<file path="config.mk">
export PLATFORM = sky130hd
export DESIGN_NAME = sram_host
export DESIGN_NICKNAME = d
export VERILOG_FILES = /design/src/sram_pkg.sv /design/src/sram_req_if.sv /design/src/sram_timer.sv /design/src/sram_host.sv
export SDC_FILE = /design/constraint.sdc
export NUM_CORES = 1
export LEC_CHECK = 0
export ABC_CLOCK_PERIOD_IN_PS = 2300
export BUFFER_PORTS_ARGS = -buffer_cell sky130_fd_sc_hd__buf_2
export CAP_MARGIN = 10
export CORE_MARGIN = 5
export CORE_UTILIZATION = 50
export DETAILED_ROUTE_END_ITERATION = 6
export MAX_ROUTING_LAYER = met4
export PLACE_DENSITY_LB_ADDON = 0.05
export REMOVE_ABC_BUFFERS = 1
export SLEW_MARGIN = 20
export SYNTH_ARGS = -nofsm -noshare
export SYNTH_HDL_FRONTEND = slang
export SYNTH_SLANG_ARGS = --single-unit
</file>
<file path="constraint.sdc">
create_clock -name REF_CLK -period 2.3 [get_ports REF_CLK]
set_clock_uncertainty 0.2 [all_clocks]
set_input_delay 0.46 -clock REF_CLK [delete_from_list [all_inputs] [get_ports REF_CLK]]
set_output_delay 0.46 -clock REF_CLK [all_outputs]
set_load 0.1 [all_outputs]
</file>
<file path="src/sram_pkg.sv">
// Package: timing and encodings for the async SRAM host controller.
// Assumes a 10 MHz reference clock; timings are for the slowest grade.
package sram_pkg;
  localparam int CLK_PERIOD_NS   = 100;
  // Slowest speed grade figures, in ns
  localparam int READ_CYCLE_NS   = 100;
  localparam int ADDR_TO_DATA_MAX = 100;
  localparam int OE_TO_DATA_NS   = 40;
  localparam int HIZ_MAX_NS      = 40;
  localparam int SEL_TO_END_NS   = 80;
  localparam int ADDR_TO_END_NS  = 80;
  localparam int WRITE_PULSE_NS  = 55;
  localparam int WRITE_CYCLE_NS  = 100;
  localparam int DATA_OVERLAP_MIN = 40;
  localparam int DATA_HOLD_AFTER_STROBE = 0;
  localparam int DATA_HOLD_AFTER_SELECT = 3;
  localparam int RECOVERY_NS     = 0;
  // Least times round up, at least one cycle
  function automatic int ns_up(input int ns);
    int c;
    c = (ns + CLK_PERIOD_NS - 1) / CLK_PERIOD_NS;
    return (c < 1) ? 1 : c;
  endfunction
  localparam int MAX2_A = (WRITE_PULSE_NS > HIZ_MAX_NS + DATA_OVERLAP_MIN) ? WRITE_PULSE_NS
                          : HIZ_MAX_NS + DATA_OVERLAP_MIN;
  localparam int READ_CYC   = ns_up(READ_CYCLE_NS);
  localparam int HIZ_CYC    = ns_up(HIZ_MAX_NS);
  localparam int WP_OE_CYC  = ns_up(MAX2_A);
  localparam int WP_CYC     = ns_up(WRITE_PULSE_NS);
  localparam int SEL_CYC    = ns_up(SEL_TO_END_NS);
  localparam int HOLD_CYC   = ns_up(DATA_HOLD_AFTER_SELECT);
  localparam int CNT_W      = 4;
  typedef enum logic [2:0] {ST_IDLE, ST_RD, ST_TURN, ST_WR, ST_HOLD} state_t;
endpackage

</file>
<file path="src/sram_req_if.sv">
// Interface: request/answer bundle between controller sequencer and timer.
// Assumes one clock domain.
`timescale 1ns/100ps
interface sram_req_if;
  logic [3:0] load;
  logic       start;
  logic       done;
  modport seq (output load, output start, input done);
  modport tmr (input load, input start, output done);
endinterface

</file>
<file path="src/sram_timer.sv">
// Timer: down-counter that raises done when a loaded cycle count expires.
// Assumes start is a one-cycle pulse.
`timescale 1ns/100ps
module sram_timer (
  input wire logic clk,
  input wire logic rst,
  sram_req_if.tmr  req
);
  import sram_pkg::*;
  typedef struct packed {
    logic [CNT_W-1:0] cnt;
    logic             done;
  } tmr_t;
  tmr_t s_r, s_nxt;
  always_comb begin
    s_nxt = s_r;
    s_nxt.done = 1'b0;
    if (req.start) begin
      s_nxt.cnt = req.load;
    end else if (s_r.cnt != '0) begin
      s_nxt.cnt = s_r.cnt - 1'b1;
      if (s_r.cnt == 4'h1) s_nxt.done = 1'b1;
    end
  end
  always_ff @(posedge clk or posedge rst) begin
    if (rst) s_r <= '0;
    else s_r <= s_nxt;
  end
  assign req.done = s_r.done;
endmodule

</file>
<file path="src/sram_host.sv">
// Host controller for an asynchronous byte-wide SRAM with select, strobe and output enable.
// Assumes REQ inputs synchronous to REF_CLK; the memory data bus is shared, resolved outside.
// One request is served at a time; each access spans several reference clocks.
// Timing counts are whole reference cycles, rounded up from the slowest grade.
// Behaviour
// Strobe stays high through every read.
// Memory gives data on address change.
// Address valid before select falls.
// Write happens while select and strobe low.
// Address changes only with strobe high.
// Recovery counted from strobe rise, zero minimum.
// No drive while memory still drives.
// Select falls with strobe for high-Z.
// Strobe pulse covers turn-off plus overlap.
// Output disabled permits minimum strobe pulse.
// Read data valid within select access.
// Read data valid after enable time.
// Memory releases bus after deselect.
// Memory drives no sooner than 5 ns.
// Old data held 5 ns after change.
// Select low long enough before write end.
// Address valid long enough before write end.
// Data stable before end, pulse minimum.
// Data held after strobe and select rise.
// Memory waits 5 ns before redriving.
// Overlap time depends on temperature grade.
// Memory floats outputs after strobe falls.
// Address and data widths are parameters.
`timescale 1ns/100ps
module sram_host #(
  parameter int AW = 15,
  parameter int DW = 8
) (
  // Clock and reset
  input  wire logic          REF_CLK,
  input  wire logic          RST,
  // User request
  input  wire logic          REQ_VALID,
  input  wire logic          REQ_WRITE,
  input  wire logic          REQ_OE_LOW,
  input  wire logic [AW-1:0] REQ_ADDR,
  input  wire logic [DW-1:0] REQ_WDATA,
  output logic               REQ_READY,
  // Read answer
  output logic               RSP_VALID,
  output logic [DW-1:0]      RSP_RDATA,
  // Memory pins
  output logic [AW-1:0]      MEM_ADDR,
  output logic               MEM_SEL_N,
  output logic               MEM_WSTB_N,
  output logic               MEM_OE_N,
  // Memory data bus, split into its two directions
  output logic [DW-1:0]      MEM_DQ_O,
  output logic               MEM_DQ_OE,
  input  wire logic [DW-1:0] MEM_DQ_I
);
  import sram_pkg::*;
  // Each timer load must fit the four-bit counter and be at least one,
  // or the sequencer would wait for a done that never comes
  if (AW < 1) begin : g_bad_aw
    $error("sram_host: address width below one");
  end
  if (DW < 1) begin : g_bad_dw
    $error("sram_host: data width below one");
  end
  if (CNT_W != 4) begin : g_bad_cnt
    $error("sram_host: timer width differs from the request bundle");
  end
  if (READ_CYC > 14) begin : g_bad_rd
    $error("sram_host: read time exceeds the timer");
  end
  if (WP_OE_CYC > 15 || WP_CYC > 15 || SEL_CYC > 15) begin : g_bad_wr
    $error("sram_host: write time exceeds the timer");
  end
  if (HIZ_CYC > 15 || HOLD_CYC > 15) begin : g_bad_rec
    $error("sram_host: recovery time exceeds the timer");
  end
  // Timer loads, cut to the counter width on purpose after the checks above
  localparam logic [3:0] TURN_LOAD = 4'h1;
  localparam logic [3:0] RD_LOAD   = 4'(READ_CYC + 1);
  localparam logic [3:0] HIZ_LOAD  = 4'(HIZ_CYC);
  localparam logic [3:0] HOLD_LOAD = 4'(HOLD_CYC);
  // All sequencer state except the timer count; every pin is taken straight from these flops
  typedef struct packed {
    state_t          st;
    logic            wr_oe;
    logic            ready;
    logic            rvalid;
    logic [DW-1:0]   rdata;
    logic [AW-1:0]   addr;
    logic            sel_n;
    logic            wstb_n;
    logic            oe_n;
    logic [DW-1:0]   dq_o;
    logic            dq_oe;
  } host_t;
  host_t s_r, s_nxt;
  sram_req_if req ();
  logic [3:0] ld;
  logic       go;
  assign req.load  = ld;
  assign req.start = go;
  // One timer serves every phase; each phase reloads it on entry
  sram_timer u_tmr (
    .clk (REF_CLK),
    .rst (RST),
    .req (req)
  );
  // Longest of pulse width and select-to-end, output-enable dependent
  function automatic logic [3:0] wr_len(input logic oe_low);
    int n;
    n = oe_low ? WP_OE_CYC : WP_CYC;
    if (SEL_CYC > n) n = SEL_CYC;
    return n[3:0];
  endfunction
  // Sequencer: one access at a time, each phase timed by the shared timer
  always_comb begin
    s_nxt = s_r;
    ld = '0;
    go = 1'b0;
    s_nxt.rvalid = 1'b0;
    case (s_r.st)
      ST_IDLE: begin
        if (REQ_VALID && s_r.ready) begin
          s_nxt.ready = 1'b0;
          // Address moves while both select and strobe are high
          s_nxt.addr  = REQ_ADDR;
          s_nxt.sel_n = 1'b1;
          s_nxt.wstb_n = 1'b1;
          go = 1'b1;
          if (REQ_WRITE) begin
            // Keeping output enable low needs more ns of strobe, but both round to the same timer load
            s_nxt.wr_oe = REQ_OE_LOW;
            s_nxt.oe_n  = ~REQ_OE_LOW;
            // Data is loaded early but driven only once the memory has floated
            s_nxt.dq_o  = REQ_WDATA;
            ld = TURN_LOAD;
            s_nxt.st = ST_TURN;
          end else begin
            // Output enable goes low with the address; select follows a cycle later
            s_nxt.oe_n = 1'b0;
            ld = RD_LOAD;
            s_nxt.st = ST_RD;
          end
        end
      end
      ST_RD: begin
        // Select low for the read cycle plus one more cycle before the sample covers both access times
        s_nxt.sel_n = 1'b0;
        if (req.done) begin
          // Sample before deselect; full access time has passed
          s_nxt.rdata  = MEM_DQ_I;
          s_nxt.rvalid = 1'b1;
          s_nxt.sel_n  = 1'b1;
          s_nxt.oe_n   = 1'b1;
          ld = HIZ_LOAD;
          go = 1'b1;
          s_nxt.st = ST_HOLD;
        end
      end
      ST_TURN: begin
        // Address has settled two cycles with both controls high before the write opens
        if (req.done) begin
          // Select and strobe fall together so the memory never drives
          s_nxt.sel_n  = 1'b0;
          s_nxt.wstb_n = 1'b0;
          ld = wr_len(s_r.wr_oe);
          go = 1'b1;
          s_nxt.st = ST_WR;
        end
      end
      ST_WR: begin
        // Drive data only once strobe is low and the memory has floated
        s_nxt.dq_oe = 1'b1;
        if (req.done) begin
          s_nxt.wstb_n = 1'b1;
          s_nxt.sel_n  = 1'b1;
          ld = HOLD_LOAD;
          go = 1'b1;
          s_nxt.st = ST_HOLD;
        end
      end
      ST_HOLD: begin
        if (req.done) begin
          // Release before the memory can redrive
          s_nxt.dq_oe = 1'b0;
          s_nxt.oe_n  = 1'b1;
          s_nxt.ready = 1'b1;
          s_nxt.st = ST_IDLE;
        end
      end
      default: s_nxt.st = ST_IDLE;
    endcase
  end
  always_ff @(posedge REF_CLK or posedge RST) begin
    if (RST) begin
      // Controls rest high so a reset in mid-write never stores a stray word
      s_r.st     <= ST_IDLE;
      s_r.wr_oe  <= 1'b0;
      s_r.ready  <= 1'b1;
      s_r.rvalid <= 1'b0;
      s_r.rdata  <= '0;
      s_r.addr   <= '0;
      s_r.sel_n  <= 1'b1;
      s_r.wstb_n <= 1'b1;
      s_r.oe_n   <= 1'b1;
      s_r.dq_o   <= '0;
      s_r.dq_oe  <= 1'b0;
    end else begin
      s_r <= s_nxt;
    end
  end
  // Pins come straight from flops, so no decode glitch reaches the memory
  assign REQ_READY  = s_r.ready;
  assign RSP_VALID  = s_r.rvalid;
  assign RSP_RDATA  = s_r.rdata;
  assign MEM_ADDR   = s_r.addr;
  assign MEM_SEL_N  = s_r.sel_n;
  assign MEM_WSTB_N = s_r.wstb_n;
  assign MEM_OE_N   = s_r.oe_n;
  assign MEM_DQ_O   = s_r.dq_o;
  assign MEM_DQ_OE  = s_r.dq_oe;
endmodule

</file>
==> metrics.txt <==
# TYPE chip_impl_metric gauge
chip_impl_metric{name="drc",unit=""} 0
chip_impl_info{name="top_layer_used",value="met4"} 1
chip_impl_metric{name="ys_seq_area_share",unit="%"} 51.4
chip_impl_metric{name="cts-root-to-sink-buffers",unit=""} 2
chip_impl_metric{name="final_antenna_net_count",unit=""} 0
chip_impl_metric{name="period_needed",unit="ns"} 2.08
chip_impl_metric{name="worst_pin_slew",unit="ns"} 0.650
chip_impl_metric{name="wl_per_cell",unit="um"} 15.7
chip_impl_metric{name="yosys_warnings",unit=""} 0
chip_impl_info{name="tritoncts",value="done"} 1
chip_impl_metric{name="clock.fmax",unit="GHz"} 0.481
chip_impl_metric{name="timing.critical_path.buf_inv",unit=""} 1
chip_impl_metric{name="cts.reportedPaths.clkPinSlew",unit="ns"} 0.08
chip_impl_metric{name="design.portCount",unit=""} 73
chip_impl_metric{name="max_stage_delay",unit="ns"} 0.66
chip_impl_metric{name="ys_ff_latch",unit=""} 45
chip_impl_info{name="endpoint_kind",value="output pin"} 1
chip_impl_metric{name="number_of_setup_buffers_added_after_cts",unit=""} 0
chip_impl_info{name="cp_top_family",value="flip-flops"} 1
chip_impl_metric{name="gpl.final_weighted_congestion",unit=""} 0.872
chip_impl_info{name="cp-start-kind",value="flip-flop"} 1
chip_impl_metric{name="dieHeight",unit="um"} 76.3
chip_impl_info{name="worstPathCellList",value="buf_2"} 1
chip_impl_metric{name="antennaDiodeCount",unit=""} 0
chip_impl_metric{name="first_iter_violations",unit=""} 18
chip_impl_metric{name="dr.pass1.iters",unit=""} 4
chip_impl_metric{name="grt.overflow.total",unit=""} 0
chip_impl_metric{name="fin_crit_sh",unit="%"} 90.4
chip_impl_metric{name="floorplan.die.width",unit="um"} 76.3
chip_impl_metric{name="hpwlAfterDp",unit="um"} 3310
chip_impl_metric{name="wl_met2",unit="um"} 2200
chip_impl_metric{name="via_count",unit=""} 1395
chip_impl_metric{name="numCtsBuffers",unit=""} 5
chip_impl_metric{name="drt-total-wl",unit="um"} 4210
chip_impl_metric{name="report.final.hold_viol_count",unit=""} 0
chip_impl_metric{name="drt_met1_wl",unit="um"} 1660
chip_impl_metric{name="setup_viol",unit=""} 0
chip_impl_metric{name="design_area",unit="um2"} 2460
chip_impl_info{name="cts.root.buffer_cell",value="sky130_fd_sc_hd__clkbuf_8"} 1
chip_impl_metric{name="cp_max_fo",unit=""} 10
chip_impl_metric{name="cell_area_synth",unit="um2"} 2200
chip_impl_metric{name="effective_utilization_at_floorplan",unit="%"} 50.9
chip_impl_metric{name="layout-area-overhead-vs-synth",unit="%"} 11.6
chip_impl_info{name="slowest_stage",value="sky130_fd_sc_hd__dfstp_2"} 1
chip_impl_metric{name="fp.coreArea",unit="um2"} 4320
chip_impl_metric{name="tns",unit="ns"} 0
chip_impl_info{name="status",value="finished clean"} 1
chip_impl_metric{name="post_route_cells_drive_above_1_share",unit="%"} 56.7
chip_impl_metric{name="total_number_of_clock_tree_sinks",unit=""} 45
chip_impl_info{name="rsz0062_at_grt",value="false"} 1
chip_impl_metric{name="grt_pass1_wl",unit="um"} 7220
chip_impl_metric{name="grt_start_max_net_pins",unit=""} 20
chip_impl_metric{name="synth_area_per_cell",unit="um2"} 12.8
chip_impl_info{name="final_common_cell",value="sky130_fd_sc_hd__buf_2"} 1
chip_impl_metric{name="timing.slew.headroom",unit="%"} 56.4
chip_impl_metric{name="worst_skew_pair.late_latency",unit="ns"} 0.29
chip_impl_metric{name="number_of_antenna_violations_at_the_first_check_in_global_routing",unit=""} 0
chip_impl_metric{name="htree_levels",unit=""} 2
chip_impl_metric{name="critPathArrivalTime",unit="ns"} 1.42
chip_impl_metric{name="row_count",unit=""} 24
chip_impl_metric{name="placement.cell_area",unit="um2"} 2360
chip_impl_metric{name="slew_viol_final",unit=""} 0
chip_impl_info{name="final_cell_mix",value="sky130_fd_sc_hd__buf_2 (72), sky130_fd_sc_hd__dfrtp_1 (41), sky130_fd_sc_hd__mux2_2 (22)"} 1
chip_impl_metric{name="first_global_vias",unit=""} 1511
chip_impl_metric{name="syn-instance-count",unit=""} 172
chip_impl_info{name="worst-setup-path-type",value="reg2out"} 1
chip_impl_metric{name="grt_use_total",unit="%"} 15.6
chip_impl_metric{name="detailroute.wirelength.met3",unit="um"} 309
chip_impl_metric{name="yosys.cell_types.count",unit=""} 38
chip_impl_info{name="min-delay-path-class",value="in2reg"} 1
chip_impl_metric{name="viasPerCell",unit=""} 5.19
chip_impl_metric{name="worst_ep_required_time",unit="ns"} 1.64
chip_impl_metric{name="drv_cap",unit=""} 0
chip_impl_metric{name="dieArea",unit="um2"} 5830
chip_impl_metric{name="io_buffers",unit=""} 72
chip_impl_metric{name="layout.nets",unit=""} 253
[state kept, by name (all words and copies together), names as in the netlist, 3 cells and up]
signal / flops
RSP_RDATA: 8
MEM_ADDR: 15
s_r: 3
u_tmr.s_r: 4
MEM_DQ_O: 8
[repair_timing]
action | in CTS | in global routing
hold endpoints to repair | 17 | 0
gates resized for setup | 0 | 0
hold buffers | 1 | 0
[area by class of cell]
type	instances	area, um2
clock buffers	6	82.6
well taps	52	65.1
repair buffers	76	393
fillers	388	1870
flip-flops and latches	45	1130
multi-input cells	86	766
inverters	3	11.3
clock inverters	1	7.51
[stage by stage]
stage	worst slack, ns	utilization [%]	std cells	hold WS (ns)
after floorplan	0.191	-	134	0.314
after global placement	0.458	54.5	261	0.281
after detailed placement	0.382	54.5	261	0.288
after CTS	0.209	56.8	269	0.187
after global routing	0.166	56.8	269	0.179
final	0.221	56.8	269	0.197
[cells by family (layout without fill, tap and decap cells)]
family                 Yosys count  count (layout)  share of synthesized area [%]
AO/OA/AOI/OAI                   23              23                           6.65
XOR/XNOR                         1               1                          0.398
buffers and inverters           41              86                           13.8
flip-flops                      45              45                           51.4
multiplexers                    32              32                           17.9
AND/OR/NAND/NOR                 30              30                           9.89
[final timing paths]
check,start,end,slack (ns),cells past startpoint
worst max register to register,s_r[38]$_DFFE_PP0P_,MEM_ADDR[12]$_DFFE_PP0P_,0.38,3
worst min-delay path,REQ_ADDR[7],MEM_ADDR[7]$_DFFE_PP0P_,0.20,2
max in group asynchronous,RST,MEM_WSTB_N$_DFFE_PP1P_,0.74,4
worst min register to register,MEM_DQ_O[7]$_DFFE_PP0P_,MEM_DQ_O[7]$_DFFE_PP0P_,0.30,1
worst max-delay path,REQ_READY$_DFFE_PP1P_,REQ_READY,0.22,1
min in group asynchronous,RST,MEM_DQ_O[2]$_DFFE_PP0P_,0.53,3
[worst register-to-register path, delay by kind of cell (launching register included)]
kind | cells | cell delay, ns
flip-flops | 1 | 0.55
multiplexers | 1 | 0.39
AND/OR/NAND/NOR | 2 | 0.68
[per-layer routing]
| metal | global-route usage, % | vias up |
|---|---|---|
| met5 | - | - |
| li1 | - | 650 |
| met1 | 17.6 | 689 |
| met2 | 26.4 | 50 |
| met4 | 4.20 | 0 |
| met3 | 5.20 | 6 |
[Yosys cell counts]
master / n / area (um2)
sky130_fd_sc_hd__o31ai_1: 2 / 15.0
sky130_fd_sc_hd__o21bai_1: 1 / 7.51
sky130_fd_sc_hd__nor2_8: 1 / 20.0
sky130_fd_sc_hd__o311ai_0: 1 / 8.76
sky130_fd_sc_hd__xor2_1: 1 / 8.76
sky130_fd_sc_hd__nand4_4: 1 / 21.3
sky130_fd_sc_hd__nand2_1: 9 / 33.8
sky130_fd_sc_hd__or4b_1: 1 / 10.0
sky130_fd_sc_hd__o22a_1: 1 / 8.76
sky130_fd_sc_hd__nand3_1: 2 / 10.0
sky130_fd_sc_hd__buf_2: 2 / 10.0
sky130_fd_sc_hd__nand2b_1: 1 / 6.26
sky130_fd_sc_hd__nand4bb_4: 1 / 27.5
sky130_fd_sc_hd__nand3b_1: 2 / 15.0
sky130_fd_sc_hd__o22ai_1: 1 / 6.26
sky130_fd_sc_hd__mux2i_1: 1 / 10.0
sky130_fd_sc_hd__nor4bb_1: 1 / 10.0
sky130_fd_sc_hd__buf_4: 35 / 263
sky130_fd_sc_hd__o211ai_1: 1 / 7.51
sky130_fd_sc_hd__o21a_1: 1 / 7.51
sky130_fd_sc_hd__nor3_2: 1 / 10.0
sky130_fd_sc_hd__a31oi_1: 2 / 12.5
sky130_fd_sc_hd__nor2_1: 5 / 18.8
sky130_fd_sc_hd__nor2b_1: 1 / 6.26
sky130_fd_sc_hd__nor2_4: 1 / 11.3
sky130_fd_sc_hd__o2bb2ai_1: 1 / 8.76
sky130_fd_sc_hd__nor3_1: 1 / 5.00
sky130_fd_sc_hd__inv_1: 3 / 11.3
sky130_fd_sc_hd__o21ai_0: 5 / 25.0
sky130_fd_sc_hd__a21oi_1: 6 / 30.0
sky130_fd_sc_hd__or2_2: 1 / 6.26
sky130_fd_sc_hd__buf_12: 1 / 20.0
sky130_fd_sc_hd__dfrtp_1: 41 / 1030
sky130_fd_sc_hd__dfstp_2: 4 / 105
sky130_fd_sc_hd__mux2_4: 9 / 135
sky130_fd_sc_hd__mux2_2: 22 / 248
sky130_fd_sc_hd__a2bb2oi_1: 1 / 8.76
sky130_fd_sc_hd__and3_1: 1 / 6.26
Power is left out: the tool's default activity adds up to more than one toggle a clock period on the data nets, which glitch-free logic cannot reach.
